## src/hdl/lscr_defines.svh

```systemverilog
`ifndef LSCR_DEFINES_SVH
`define LSCR_DEFINES_SVH

// Register indexes; byte address is four times the index
`define LSCR_IDX_RSVD_B6 8'hb6
`define LSCR_IDX_RSVD_B7 8'hb7
`define LSCR_IDX_STRAP 8'hb8
`define LSCR_IDX_ERRCNT 8'hb9
`define LSCR_IDX_ENC 8'hba
`define LSCR_IDX_RSVD_BB 8'hbb
`define LSCR_IDX_FVMIN 8'hbc
`define LSCR_IDX_RSVD_BD 8'hbd
`define LSCR_IDX_GPIO_PD 8'hbe
`define LSCR_IDX_RSVD_BF 8'hbf
`define LSCR_IDX_IRQ_STATUS 8'hc0
`define LSCR_IDX_IRQ_MASK 8'hc1

// Reset values
`define LSCR_RST_RSVD_B6 8'h18
`define LSCR_RST_RSVD_B7 8'h00
`define LSCR_RST_ERRCNT 6'h33
`define LSCR_RST_ENC 8'h83
`define LSCR_RST_RSVD_BB 8'h74
`define LSCR_RST_FVMIN 8'h80
`define LSCR_RST_RSVD_BD 8'h00
`define LSCR_RST_GPIO_PD 7'h00
`define LSCR_RST_RSVD_BF 8'h00
`define LSCR_RST_IRQ_MASK 4'h0

// Field positions
`define LSCR_STRAP_INDEX_DECODE_COMPLETE 7
`define LSCR_STRAP_IDX_HI 6
`define LSCR_STRAP_IDX_LO 4
`define LSCR_STRAP_MODE_DONE 3
`define LSCR_STRAP_MODE_HI 2
`define LSCR_STRAP_MODE_LO 0
`define LSCR_ERR_IGNORE_BIT 5
`define LSCR_ERR_EN_BIT 4
`define LSCR_ERR_THR_HI 3
`define LSCR_ERR_THR_LO 0
`define LSCR_ENC_CRC_BIT 7

// Interrupt status bits
`define LSCR_IRQ_LOCK_LOST 0
`define LSCR_IRQ_CRC_REJECT 1
`define LSCR_IRQ_FRAME_START 2
`define LSCR_IRQ_STRAP_DONE 3

// Timing
`define LSCR_CLK_PERIOD_NS 10
`define LSCR_STRAP_SETTLE_NS 160
`define LSCR_FILTER_WAIT_NS 320

`endif

```

## src/hdl/lscr_pkg.sv

```systemverilog
package lscr_pkg;

    typedef enum logic [2:0] {
        LSCR_ST_FILL = 3'b001,
        LSCR_ST_SETTLE = 3'b010,
        LSCR_ST_DONE = 3'b100
    } lscr_strap_e;

    typedef logic [7:0] lscr_byte_t;

endpackage : lscr_pkg

```

## src/hdl/lscr_regs.sv

```systemverilog
// Decided for this implementation: the APB slave port.
`timescale 1ns/1ns
`include "lscr_defines.svh"
// How it works
// - Once the index strap decode is latched, the index-done bit is set.
// - The latched index strap code reads in bits 6 to 4 of strap status.
// - Once the mode strap decode is latched, the mode-done bit is set.
// - The latched mode strap code reads in bits 2 to 0 of strap status.
// - With the ignore bit set, errors in the post-filter wait are dropped.
// - Link errors count only while the enable bit, reset to 1, is set.
// - With counting on, lock drops once the count reaches the threshold.
// - With counting off, lock drops on the first link error.
// - Parity, clock and control faults on the pixel clock count as errors.
// - With encoder CRC on, reset 1, failing packets leave info unchanged.
// - In raw mode frame start waits for frame valid held min-time clocks.
// - A pulldown-disable bit keeps that pin's pulldown off in all modes.
module lscr_regs #(
    parameter int PADDR_W = 12,
    parameter int GPIO_N = 7,
    parameter int STRAP_SETTLE_CYCLES =
        (`LSCR_STRAP_SETTLE_NS + `LSCR_CLK_PERIOD_NS - 1) /
        `LSCR_CLK_PERIOD_NS,
    parameter int FILTER_WAIT_CYCLES =
        (`LSCR_FILTER_WAIT_NS + `LSCR_CLK_PERIOD_NS - 1) /
        `LSCR_CLK_PERIOD_NS
) (
    input wire logic pclk,
    input wire logic presetn,
    input wire logic psel,
    input wire logic penable,
    input wire logic pwrite,
    input wire logic [PADDR_W-1:0] paddr,
    input wire logic [31:0] pwdata,
    output logic [31:0] prdata,
    output logic pready,
    output logic pslverr,
    output logic irq,
    input wire logic [2:0] strap_index_pin,
    input wire logic [2:0] strap_mode_pin,
    input wire logic lock_acquired,
    input wire logic filter_update,
    input wire logic parity_error,
    input wire logic clock_error,
    input wire logic control_error,
    output logic rx_lock,
    input wire logic pkt_valid,
    input wire logic pkt_crc_ok,
    input wire logic [7:0] pkt_info,
    output logic [7:0] link_info,
    input wire logic raw_mode,
    input wire logic frame_active_flag,
    output logic frame_start,
    input wire logic [GPIO_N-1:0] gpio_output_mode,
    output logic [GPIO_N-1:0] gpio_pulldown_en
);

    if (PADDR_W < 10) begin : g_chk_addr
        $error("PADDR_W too small for register map");
    end
    if (GPIO_N != 7) begin : g_chk_gpio
        $error("GPIO_N must be 7");
    end
    if (STRAP_SETTLE_CYCLES < 1 || STRAP_SETTLE_CYCLES > 255) begin : g_chk_s
        $error("STRAP_SETTLE_CYCLES out of range");
    end
    if (FILTER_WAIT_CYCLES < 1 || FILTER_WAIT_CYCLES > 255) begin : g_chk_f
        $error("FILTER_WAIT_CYCLES out of range");
    end

    localparam logic [7:0] SETTLE_LAST = 8'(STRAP_SETTLE_CYCLES - 1);
    localparam logic [7:0] FWAIT_LOAD = 8'(FILTER_WAIT_CYCLES);

    function automatic logic [PADDR_W-1:0] reg_addr(input logic [7:0] idx);
        reg_addr = PADDR_W'({idx, 2'b00});
    endfunction : reg_addr

    // Register storage
    lscr_pkg::lscr_byte_t rsvd_b6;
    lscr_pkg::lscr_byte_t rsvd_b7;
    lscr_pkg::lscr_byte_t rsvd_bb;
    lscr_pkg::lscr_byte_t rsvd_bd;
    lscr_pkg::lscr_byte_t rsvd_bf;
    logic [5:0] errcnt_ctrl;
    lscr_pkg::lscr_byte_t encoder_crc_ctrl;
    lscr_pkg::lscr_byte_t frame_valid_min_time;
    logic [GPIO_N-1:0] gpio_pulldown_disable;
    logic [3:0] irq_status;
    logic [3:0] irq_mask;
    lscr_pkg::lscr_byte_t strap_decode_status;

    // Bus decode
    logic access;
    logic wr_en;
    logic rd_en;
    logic hit;
    logic [31:0] next_prdata;
    assign access = psel & penable & pready;
    assign wr_en = access & pwrite;
    assign rd_en = access & ~pwrite;

    always_comb begin
        next_prdata = 32'h0;
        hit = 1'b1;
        case (paddr)
            reg_addr(`LSCR_IDX_RSVD_B6): next_prdata = {24'h0, rsvd_b6};
            reg_addr(`LSCR_IDX_RSVD_B7): next_prdata = {24'h0, rsvd_b7};
            reg_addr(`LSCR_IDX_STRAP):
                next_prdata = {24'h0, strap_decode_status};
            reg_addr(`LSCR_IDX_ERRCNT): next_prdata = {26'h0, errcnt_ctrl};
            reg_addr(`LSCR_IDX_ENC): next_prdata = {24'h0, encoder_crc_ctrl};
            reg_addr(`LSCR_IDX_RSVD_BB): next_prdata = {24'h0, rsvd_bb};
            reg_addr(`LSCR_IDX_FVMIN):
                next_prdata = {24'h0, frame_valid_min_time};
            reg_addr(`LSCR_IDX_RSVD_BD): next_prdata = {24'h0, rsvd_bd};
            reg_addr(`LSCR_IDX_GPIO_PD):
                next_prdata = {25'h0, gpio_pulldown_disable};
            reg_addr(`LSCR_IDX_RSVD_BF): next_prdata = {24'h0, rsvd_bf};
            reg_addr(`LSCR_IDX_IRQ_STATUS): next_prdata = {28'h0, irq_status};
            reg_addr(`LSCR_IDX_IRQ_MASK): next_prdata = {28'h0, irq_mask};
            default: hit = 1'b0;
        endcase
    end

    // One wait state: pready rises in the second access cycle
    always_ff @(posedge pclk or negedge presetn) begin
        if (!presetn) begin
            pready <= 1'b0;
            pslverr <= 1'b0;
            prdata <= 32'h0;
        end else begin
            pready <= psel & penable & ~pready;
            pslverr <= psel & penable & ~pready & ~hit;
            if (psel & penable & ~pready & ~pwrite) begin
                prdata <= next_prdata;
            end
        end
    end

    // Writable registers
    always_ff @(posedge pclk or negedge presetn) begin
        if (!presetn) begin
            rsvd_b6 <= `LSCR_RST_RSVD_B6;
            rsvd_b7 <= `LSCR_RST_RSVD_B7;
            rsvd_bb <= `LSCR_RST_RSVD_BB;
            rsvd_bd <= `LSCR_RST_RSVD_BD;
            rsvd_bf <= `LSCR_RST_RSVD_BF;
            errcnt_ctrl <= `LSCR_RST_ERRCNT;
            encoder_crc_ctrl <= `LSCR_RST_ENC;
            frame_valid_min_time <= `LSCR_RST_FVMIN;
            gpio_pulldown_disable <= `LSCR_RST_GPIO_PD;
            irq_mask <= `LSCR_RST_IRQ_MASK;
        end else if (wr_en) begin
            case (paddr)
                reg_addr(`LSCR_IDX_RSVD_B6):
                    rsvd_b6 <= pwdata[7:0];
                reg_addr(`LSCR_IDX_RSVD_B7):
                    rsvd_b7 <= pwdata[7:0];
                reg_addr(`LSCR_IDX_RSVD_BB):
                    rsvd_bb <= pwdata[7:0];
                reg_addr(`LSCR_IDX_RSVD_BD):
                    rsvd_bd <= pwdata[7:0];
                reg_addr(`LSCR_IDX_RSVD_BF):
                    rsvd_bf <= pwdata[7:0];
                reg_addr(`LSCR_IDX_ERRCNT): errcnt_ctrl <= pwdata[5:0];
                reg_addr(`LSCR_IDX_ENC): encoder_crc_ctrl <= pwdata[7:0];
                reg_addr(`LSCR_IDX_FVMIN): frame_valid_min_time <= pwdata[7:0];
                reg_addr(`LSCR_IDX_GPIO_PD):
                    gpio_pulldown_disable <= pwdata[GPIO_N-1:0];
                reg_addr(`LSCR_IDX_IRQ_MASK): irq_mask <= pwdata[3:0];
                // Status, read-only and unmapped offsets ignore writes
                default: ;
            endcase
        end
    end

    // Strap pin synchronisers
    logic [2:0] idx_s1;
    logic [2:0] idx_s2;
    logic [2:0] idx_s3;
    logic [2:0] mode_s1;
    logic [2:0] mode_s2;
    logic [2:0] mode_s3;
    always_ff @(posedge pclk or negedge presetn) begin
        if (!presetn) begin
            idx_s1 <= 3'h0;
            idx_s2 <= 3'h0;
            idx_s3 <= 3'h0;
            mode_s1 <= 3'h0;
            mode_s2 <= 3'h0;
            mode_s3 <= 3'h0;
        end else begin
            idx_s1 <= strap_index_pin;
            idx_s2 <= idx_s1;
            idx_s3 <= idx_s2;
            mode_s1 <= strap_mode_pin;
            mode_s2 <= mode_s1;
            mode_s3 <= mode_s2;
        end
    end

    // Strap decode: wait for the pins to hold steady, then latch once
    lscr_pkg::lscr_strap_e strap_state;
    logic [7:0] settle_cnt;
    logic straps_stable;
    logic strap_done_evt;
    assign straps_stable = (idx_s2 == idx_s3) && (mode_s2 == mode_s3);
    assign strap_done_evt = (strap_state == lscr_pkg::LSCR_ST_SETTLE) &&
        straps_stable && (settle_cnt == SETTLE_LAST);

    always_ff @(posedge pclk or negedge presetn) begin
        if (!presetn) begin
            strap_state <= lscr_pkg::LSCR_ST_FILL;
            settle_cnt <= 8'h0;
        end else begin
            unique case (strap_state)
                lscr_pkg::LSCR_ST_FILL: begin
                    settle_cnt <= 8'h0;
                    strap_state <= lscr_pkg::LSCR_ST_SETTLE;
                end
                lscr_pkg::LSCR_ST_SETTLE: begin
                    if (!straps_stable) begin
                        settle_cnt <= 8'h0;
                    end else if (settle_cnt == SETTLE_LAST) begin
                        strap_state <= lscr_pkg::LSCR_ST_DONE;
                    end else begin
                        settle_cnt <= settle_cnt + 8'h1;
                    end
                end
                lscr_pkg::LSCR_ST_DONE: ;
                default: strap_state <= lscr_pkg::LSCR_ST_FILL;
            endcase
        end
    end

    always_ff @(posedge pclk or negedge presetn) begin
        if (!presetn) begin
            strap_decode_status <= 8'h0;
        end else if (strap_done_evt) begin
            strap_decode_status[`LSCR_STRAP_IDX_HI:`LSCR_STRAP_IDX_LO] <=
                idx_s3;
            strap_decode_status[`LSCR_STRAP_INDEX_DECODE_COMPLETE] <= 1'b1;
            strap_decode_status[`LSCR_STRAP_MODE_HI:`LSCR_STRAP_MODE_LO] <=
                mode_s3;
            strap_decode_status[`LSCR_STRAP_MODE_DONE] <= 1'b1;
        end
    end

    // Link error monitor
    logic ignore_wait;
    logic count_en;
    logic [3:0] err_thresh;
    logic [7:0] fwait_cnt;
    logic [3:0] err_cnt;
    logic link_err;
    logic err_valid;
    logic lock_lost_evt;
    assign ignore_wait = errcnt_ctrl[`LSCR_ERR_IGNORE_BIT];
    assign count_en = errcnt_ctrl[`LSCR_ERR_EN_BIT];
    assign err_thresh = errcnt_ctrl[`LSCR_ERR_THR_HI:`LSCR_ERR_THR_LO];
    assign link_err = parity_error | clock_error | control_error;
    assign err_valid = link_err &
        ~(ignore_wait & (fwait_cnt != 8'h0));
    // Threshold 0 behaves as 1: the first counted error drops lock
    assign lock_lost_evt = rx_lock & err_valid &
        (~count_en | (err_cnt + 4'h1 >= err_thresh));

    always_ff @(posedge pclk or negedge presetn) begin
        if (!presetn) begin
            fwait_cnt <= 8'h0;
        end else if (filter_update) begin
            fwait_cnt <= FWAIT_LOAD;
        end else if (fwait_cnt != 8'h0) begin
            fwait_cnt <= fwait_cnt - 8'h1;
        end
    end

    always_ff @(posedge pclk or negedge presetn) begin
        if (!presetn) begin
            err_cnt <= 4'h0;
        end else if (lock_acquired || lock_lost_evt || !rx_lock) begin
            err_cnt <= 4'h0;
        end else if (count_en && err_valid) begin
            err_cnt <= err_cnt + 4'h1;
        end
    end

    always_ff @(posedge pclk or negedge presetn) begin
        if (!presetn) begin
            rx_lock <= 1'b0;
        end else if (lock_lost_evt) begin
            rx_lock <= 1'b0;
        end else if (lock_acquired) begin
            rx_lock <= 1'b1;
        end
    end

    // Link information update with CRC filtering
    logic crc_reject_evt;
    assign crc_reject_evt = pkt_valid & ~pkt_crc_ok &
        encoder_crc_ctrl[`LSCR_ENC_CRC_BIT];

    always_ff @(posedge pclk or negedge presetn) begin
        if (!presetn) begin
            link_info <= 8'h0;
        end else if (pkt_valid && !crc_reject_evt) begin
            link_info <= pkt_info;
        end
    end

    // Raw mode frame start after minimum frame valid time
    logic [7:0] fv_cnt;
    logic fv_fired;
    logic frame_start_evt;
    assign frame_start_evt = raw_mode & frame_active_flag & ~fv_fired &
        (fv_cnt >= frame_valid_min_time);

    always_ff @(posedge pclk or negedge presetn) begin
        if (!presetn) begin
            fv_cnt <= 8'h0;
            fv_fired <= 1'b0;
            frame_start <= 1'b0;
        end else begin
            frame_start <= frame_start_evt;
            if (!raw_mode || !frame_active_flag) begin
                fv_cnt <= 8'h0;
                fv_fired <= 1'b0;
            end else begin
                // Saturate so a long frame valid cannot wrap and fire again
                if (fv_cnt != 8'hff) begin
                    fv_cnt <= fv_cnt + 8'h1;
                end
                if (frame_start_evt) begin
                    fv_fired <= 1'b1;
                end
            end
        end
    end

    // GPIO pulldown control
    always_ff @(posedge pclk or negedge presetn) begin
        if (!presetn) begin
            gpio_pulldown_en <= '0;
        end else begin
            gpio_pulldown_en <= ~gpio_output_mode &
                ~gpio_pulldown_disable;
        end
    end

    // Interrupt status: set wins over read clear
    logic [3:0] irq_set;
    assign irq_set = {strap_done_evt, frame_start_evt, crc_reject_evt,
        lock_lost_evt};

    always_ff @(posedge pclk or negedge presetn) begin
        if (!presetn) begin
            irq_status <= 4'h0;
        end else if (rd_en && paddr == reg_addr(`LSCR_IDX_IRQ_STATUS)) begin
            irq_status <= irq_set;
        end else begin
            irq_status <= irq_status | irq_set;
        end
    end

    always_ff @(posedge pclk or negedge presetn) begin
        if (!presetn) begin
            irq <= 1'b0;
        end else begin
            // Same-cycle events count so an interrupt is not a cycle late
            irq <= |((irq_status | irq_set) & irq_mask);
        end
    end

endmodule : lscr_regs

```

## config.mk

```make
export PLATFORM = sky130hd
export DESIGN_NAME = lscr_regs
export DESIGN_NICKNAME = d
export VERILOG_FILES = /design/src/hdl/lscr_pkg.sv /design/src/hdl/lscr_regs.sv
export VERILOG_INCLUDE_DIRS = /design/src /design/src/hdl
export SDC_FILE = /design/constraint.sdc
export NUM_CORES = 1
export LEC_CHECK = 0
export BUFFER_PORTS_ARGS = -buffer_cell sky130_fd_sc_hd__buf_2
export CAP_MARGIN = 20
export CORE_ASPECT_RATIO = 1.4
export CORE_MARGIN = 2
export CORE_UTILIZATION = 45
export CTS_CLUSTER_SIZE = 12
export DETAILED_ROUTE_END_ITERATION = 8
export PLACE_DENSITY = 0.69
export SLEW_MARGIN = 40
export SYNTH_ARGS = -nofsm -noshare
export SYNTH_HDL_FRONTEND = slang
export SYNTH_SLANG_ARGS = --single-unit
```

## constraint.sdc

```tcl
create_clock -name pclk -period 5.3 [get_ports pclk]
set_clock_uncertainty 0.2 [all_clocks]
set_input_delay 0.53 -clock pclk [delete_from_list [all_inputs] [get_ports pclk]]
set_output_delay 0.53 -clock pclk [all_outputs]
set_load 0.02 [all_outputs]
```

==> metrics.cfg <==
[status]
status=finished clean

[die]
chipHeight_um=161
ios=131
die-area_um2=18600
die_width_um=116
start_util_pct=45.7
placement_rows=57
coreArea_um2=17300

[worst_hold_path]
min_path_cells=1
hold_start=strap_mode_pin[1]
hold_class=primary input to flop
min_delay_worst_endpoint=mode_s1[1]

[yosys]
ys_seq_area_share_pct=51.7
synth_top_area_share_pct=46.7
avgSynthCellArea_um2=11.5
synth-edff-count=0
postSynthCellCount=683
yosys_warnings=0
synth-main-ff-cell=dfrtp_1
netlist_area_um2=7880
yosys.area.top_type=dfrtp_1
ys_types=67
async_flop_share_pct=100
synth_seq_cells=162
synth_area_leaders=dfrtp_1 47%, mux2_2 13%, dfstp_2 5.0%, mux2i_1 2.8%, ha_1 2.5%

[setup_path]
path_max_fanout=31
worstPathArrival_ns=2.95
rr_endpoint=err_cnt[2]
path_class=primary input to flop
worstRegToRegCells=7
r2r_slack_ns=2.72
worst_r2r_startpoint=fwait_cnt[0]
startpoint_type=primary input
end_kind=flop
crit_required_ns=5.47

[cells_and_area]
nets=867
final_area_um2=9100
drive_gt1_share_pct=30.6
num_antenna_cells=0
post-route-util_pct=52.8
multi_input_area_um2=3590
syn_to_final_growth_pct=15.5
register_area_um2=4070
fillers=1547

[global_routing]
grt_pass1_wl_um=28500
grt_overflow=0
antenna_found_initial=0
grt_max_degree=87
grt_pass1_vias=5426
grt_usage_pct=20.0

[timing]
fin_hold_ws_ns=0.0169
rsz0062_at_grt=false
fmax_mhz=360
finalHoldViolations=0
slew_violations=0
min_period_over_period_pct=52.5
fin_setup_tns_ns=0
setup_violations=0
maxSlewHeadroom_pct=43.3
finalCriticalPeriod_ns=2.78
worst_slew_pin_slew_ns=0.844

[routing]
drc=0
ant_nets=0
via_per_inst=5.49
num_vias=5606
routed-wl-met3_um=941
drt_iter0_drc=338
wire_per_inst_um=17.4
met2WireLength_um=9100
dr.pass1.iters=5
met1Wirelength_um=7070
wl_um=17700
highest_layer=met4

[cts]
clock-root-buffer=clkbuf_16
post_cts_resized=0
clockBufferDepth=2
h-tree-depth=4
post_cts_buffers=0
cts_buffers=17
cts.clk_slew.worst_paths_ns=0.06
clk_latency_ns=0.42
numClockSinks=162
holdBufCountCts=6
cts_tree=done

[placed_design]
gp_congestion=0.874
placed_cell_area_um2=8450
place_hpwl_um=12600
io_buffers=82

[power]
finalPower_w=0.00284
p_comb_share_pct=10.0
p_leak_nw=4.18
switching_share_pct=24.5
power_frac_seq_pct=46.6
power_frac_clock_pct=43.5
switching_power_w=0.000695
power.internal_w=0.00215
power_density_nw_per_um2=312
vdd_drop_max_mv=0.149

[flow_run]
max_cap_viol_count=0

## worst max-delay path by stage
stage	slack, ns	to	cells after the start	startpoint
final	2.52	prdata[3]	6	paddr[3]
after global routing	2.47	prdata[3]	6	paddr[3]
after CTS	2.65	prdata[3]	6	paddr[3]
after detailed placement	2.17	prdata[3]	6	paddr[3]
after global placement	2.09	irq_mask[0]	4	paddr[2]
after floorplan	2.94	rsvd_b6[0]	4	paddr[8]
## worst max-delay path, cell delays in order
cell and delay [ns]:
buf_2 0.49, or4b_1 0.70, nor3_1 0.72, a22oi_1 0.24, nand3_1 0.13, o22a_1 0.13
## kinds of logic (layout without fill, tap and decap cells)
group	after synthesis	count (layout)	share of synthesized area, %
AOI/OAI and AO/OA	106	106	9.22
other	1	24	0.0476
DFF	162	162	51.7
and+or+nand+nor	205	205	14.4
xor gates and xnor gates	17	17	1.89
adders and majority gates	16	16	2.54
muxes	116	116	16.2
buffers and inverters	60	139	4.05
## sequential cells by signal (all words and copies together), names as in the netlist, 4 cells and up
signal,flops
frame_valid_min_time,8
settle_cnt,8
gpio_pulldown_en,7
fv_cnt,8
rsvd_b6,8
irq_mask,4
rsvd_bd,8
rsvd_b7,8
err_cnt,4
rsvd_bb,8
gpio_pulldown_disable,7
prdata,8
strap_decode_status,7
link_info,8
encoder_crc_ctrl,8
fwait_cnt,8
errcnt_ctrl,6
irq_status,4
rsvd_bf,8
## layer usage
layer  vias to the layer above  track usage (%)
li1                       2623                -
met1                      2756             24.5
met2                       190             33.6
met3                        37             4.26
met4                         0             9.15
met5                         -                0
## synth_stat cells (4+ instances only)
| master | number |
|---|---|
| dfrtp_1 | 147 |
| mux2_2 | 93 |
| nor2_1 | 51 |
| nand2_1 | 30 |
| nand3_1 | 28 |
| buf_4 | 24 |
| o21ai_0 | 23 |
| mux2i_1 | 22 |
| a21oi_1 | 21 |
| inv_1 | 17 |
| ha_1 | 16 |
| dfstp_2 | 15 |
| nand2b_1 | 13 |
| nor3_1 | 13 |
| xnor2_1 | 12 |
| nand4_1 | 11 |
| a22oi_1 | 10 |
| clkbuf_1 | 10 |
| a31oi_1 | 7 |
| and3_1 | 7 |
| buf_1 | 6 |
| nor2_2 | 6 |
| a2111oi_0 | 5 |
| nor2b_1 | 5 |
| or2_2 | 5 |
| xor2_1 | 5 |
| a211oi_1 | 4 |
| a21o_1 | 4 |
| a22o_1 | 4 |
| and2_1 | 4 |
| nand3b_1 | 4 |
| nor4_1 | 4 |
## placed cells by master, fill, tap and decap left out, drive strengths merged, types with 18 or more instances in the layout
cell type and instances:
mux2i 22, nand2 30, nor2 57, conb 24, mux2 94, o21ai 25
dfrtp 147, buf 83, a21oi 21, nand3 28, clkbuf 24, inv 18
## final cells by class
cell class | instances | area share, %
Sequential cell | 162 | 44.7
Multi-Input combinational cell | 484 | 39.4
Timing Repair Buffer | 90 | 5.43
Clock buffer | 23 | 5.03
Tap cell | 236 | 3.24
Clock inverter | 9 | 1.44
Inverter | 17 | 0.701
## per-stage QoR
| stage | setup WS, ns | instances |
|---|---|---|
| 2_1_floorplan | 2.94 | 706 |
| 3_3_place_gp | 2.09 | 983 |
| 3_5_place_dp | 2.17 | 983 |
| 4_1_cts | 2.65 | 1021 |
| 5_1_grt | 2.47 | 1021 |
| 6_report | 2.52 | 1021 |
## power by group through the flow
stage | Clock, W | Combinational, W | Sequential, W
detailed placement | 0 | 0.000281 | 0.00134
global route | 0.00132 | 0.000316 | 0.00133
CTS | 0.00126 | 0.000286 | 0.00132
finish | 0.00123 | 0.000284 | 0.00132
global placement | 0 | 0.000276 | 0.00134
floorplan | 0 | 0.000169 | 0.00136
Note: power is estimated with default switching activity, not from simulation.
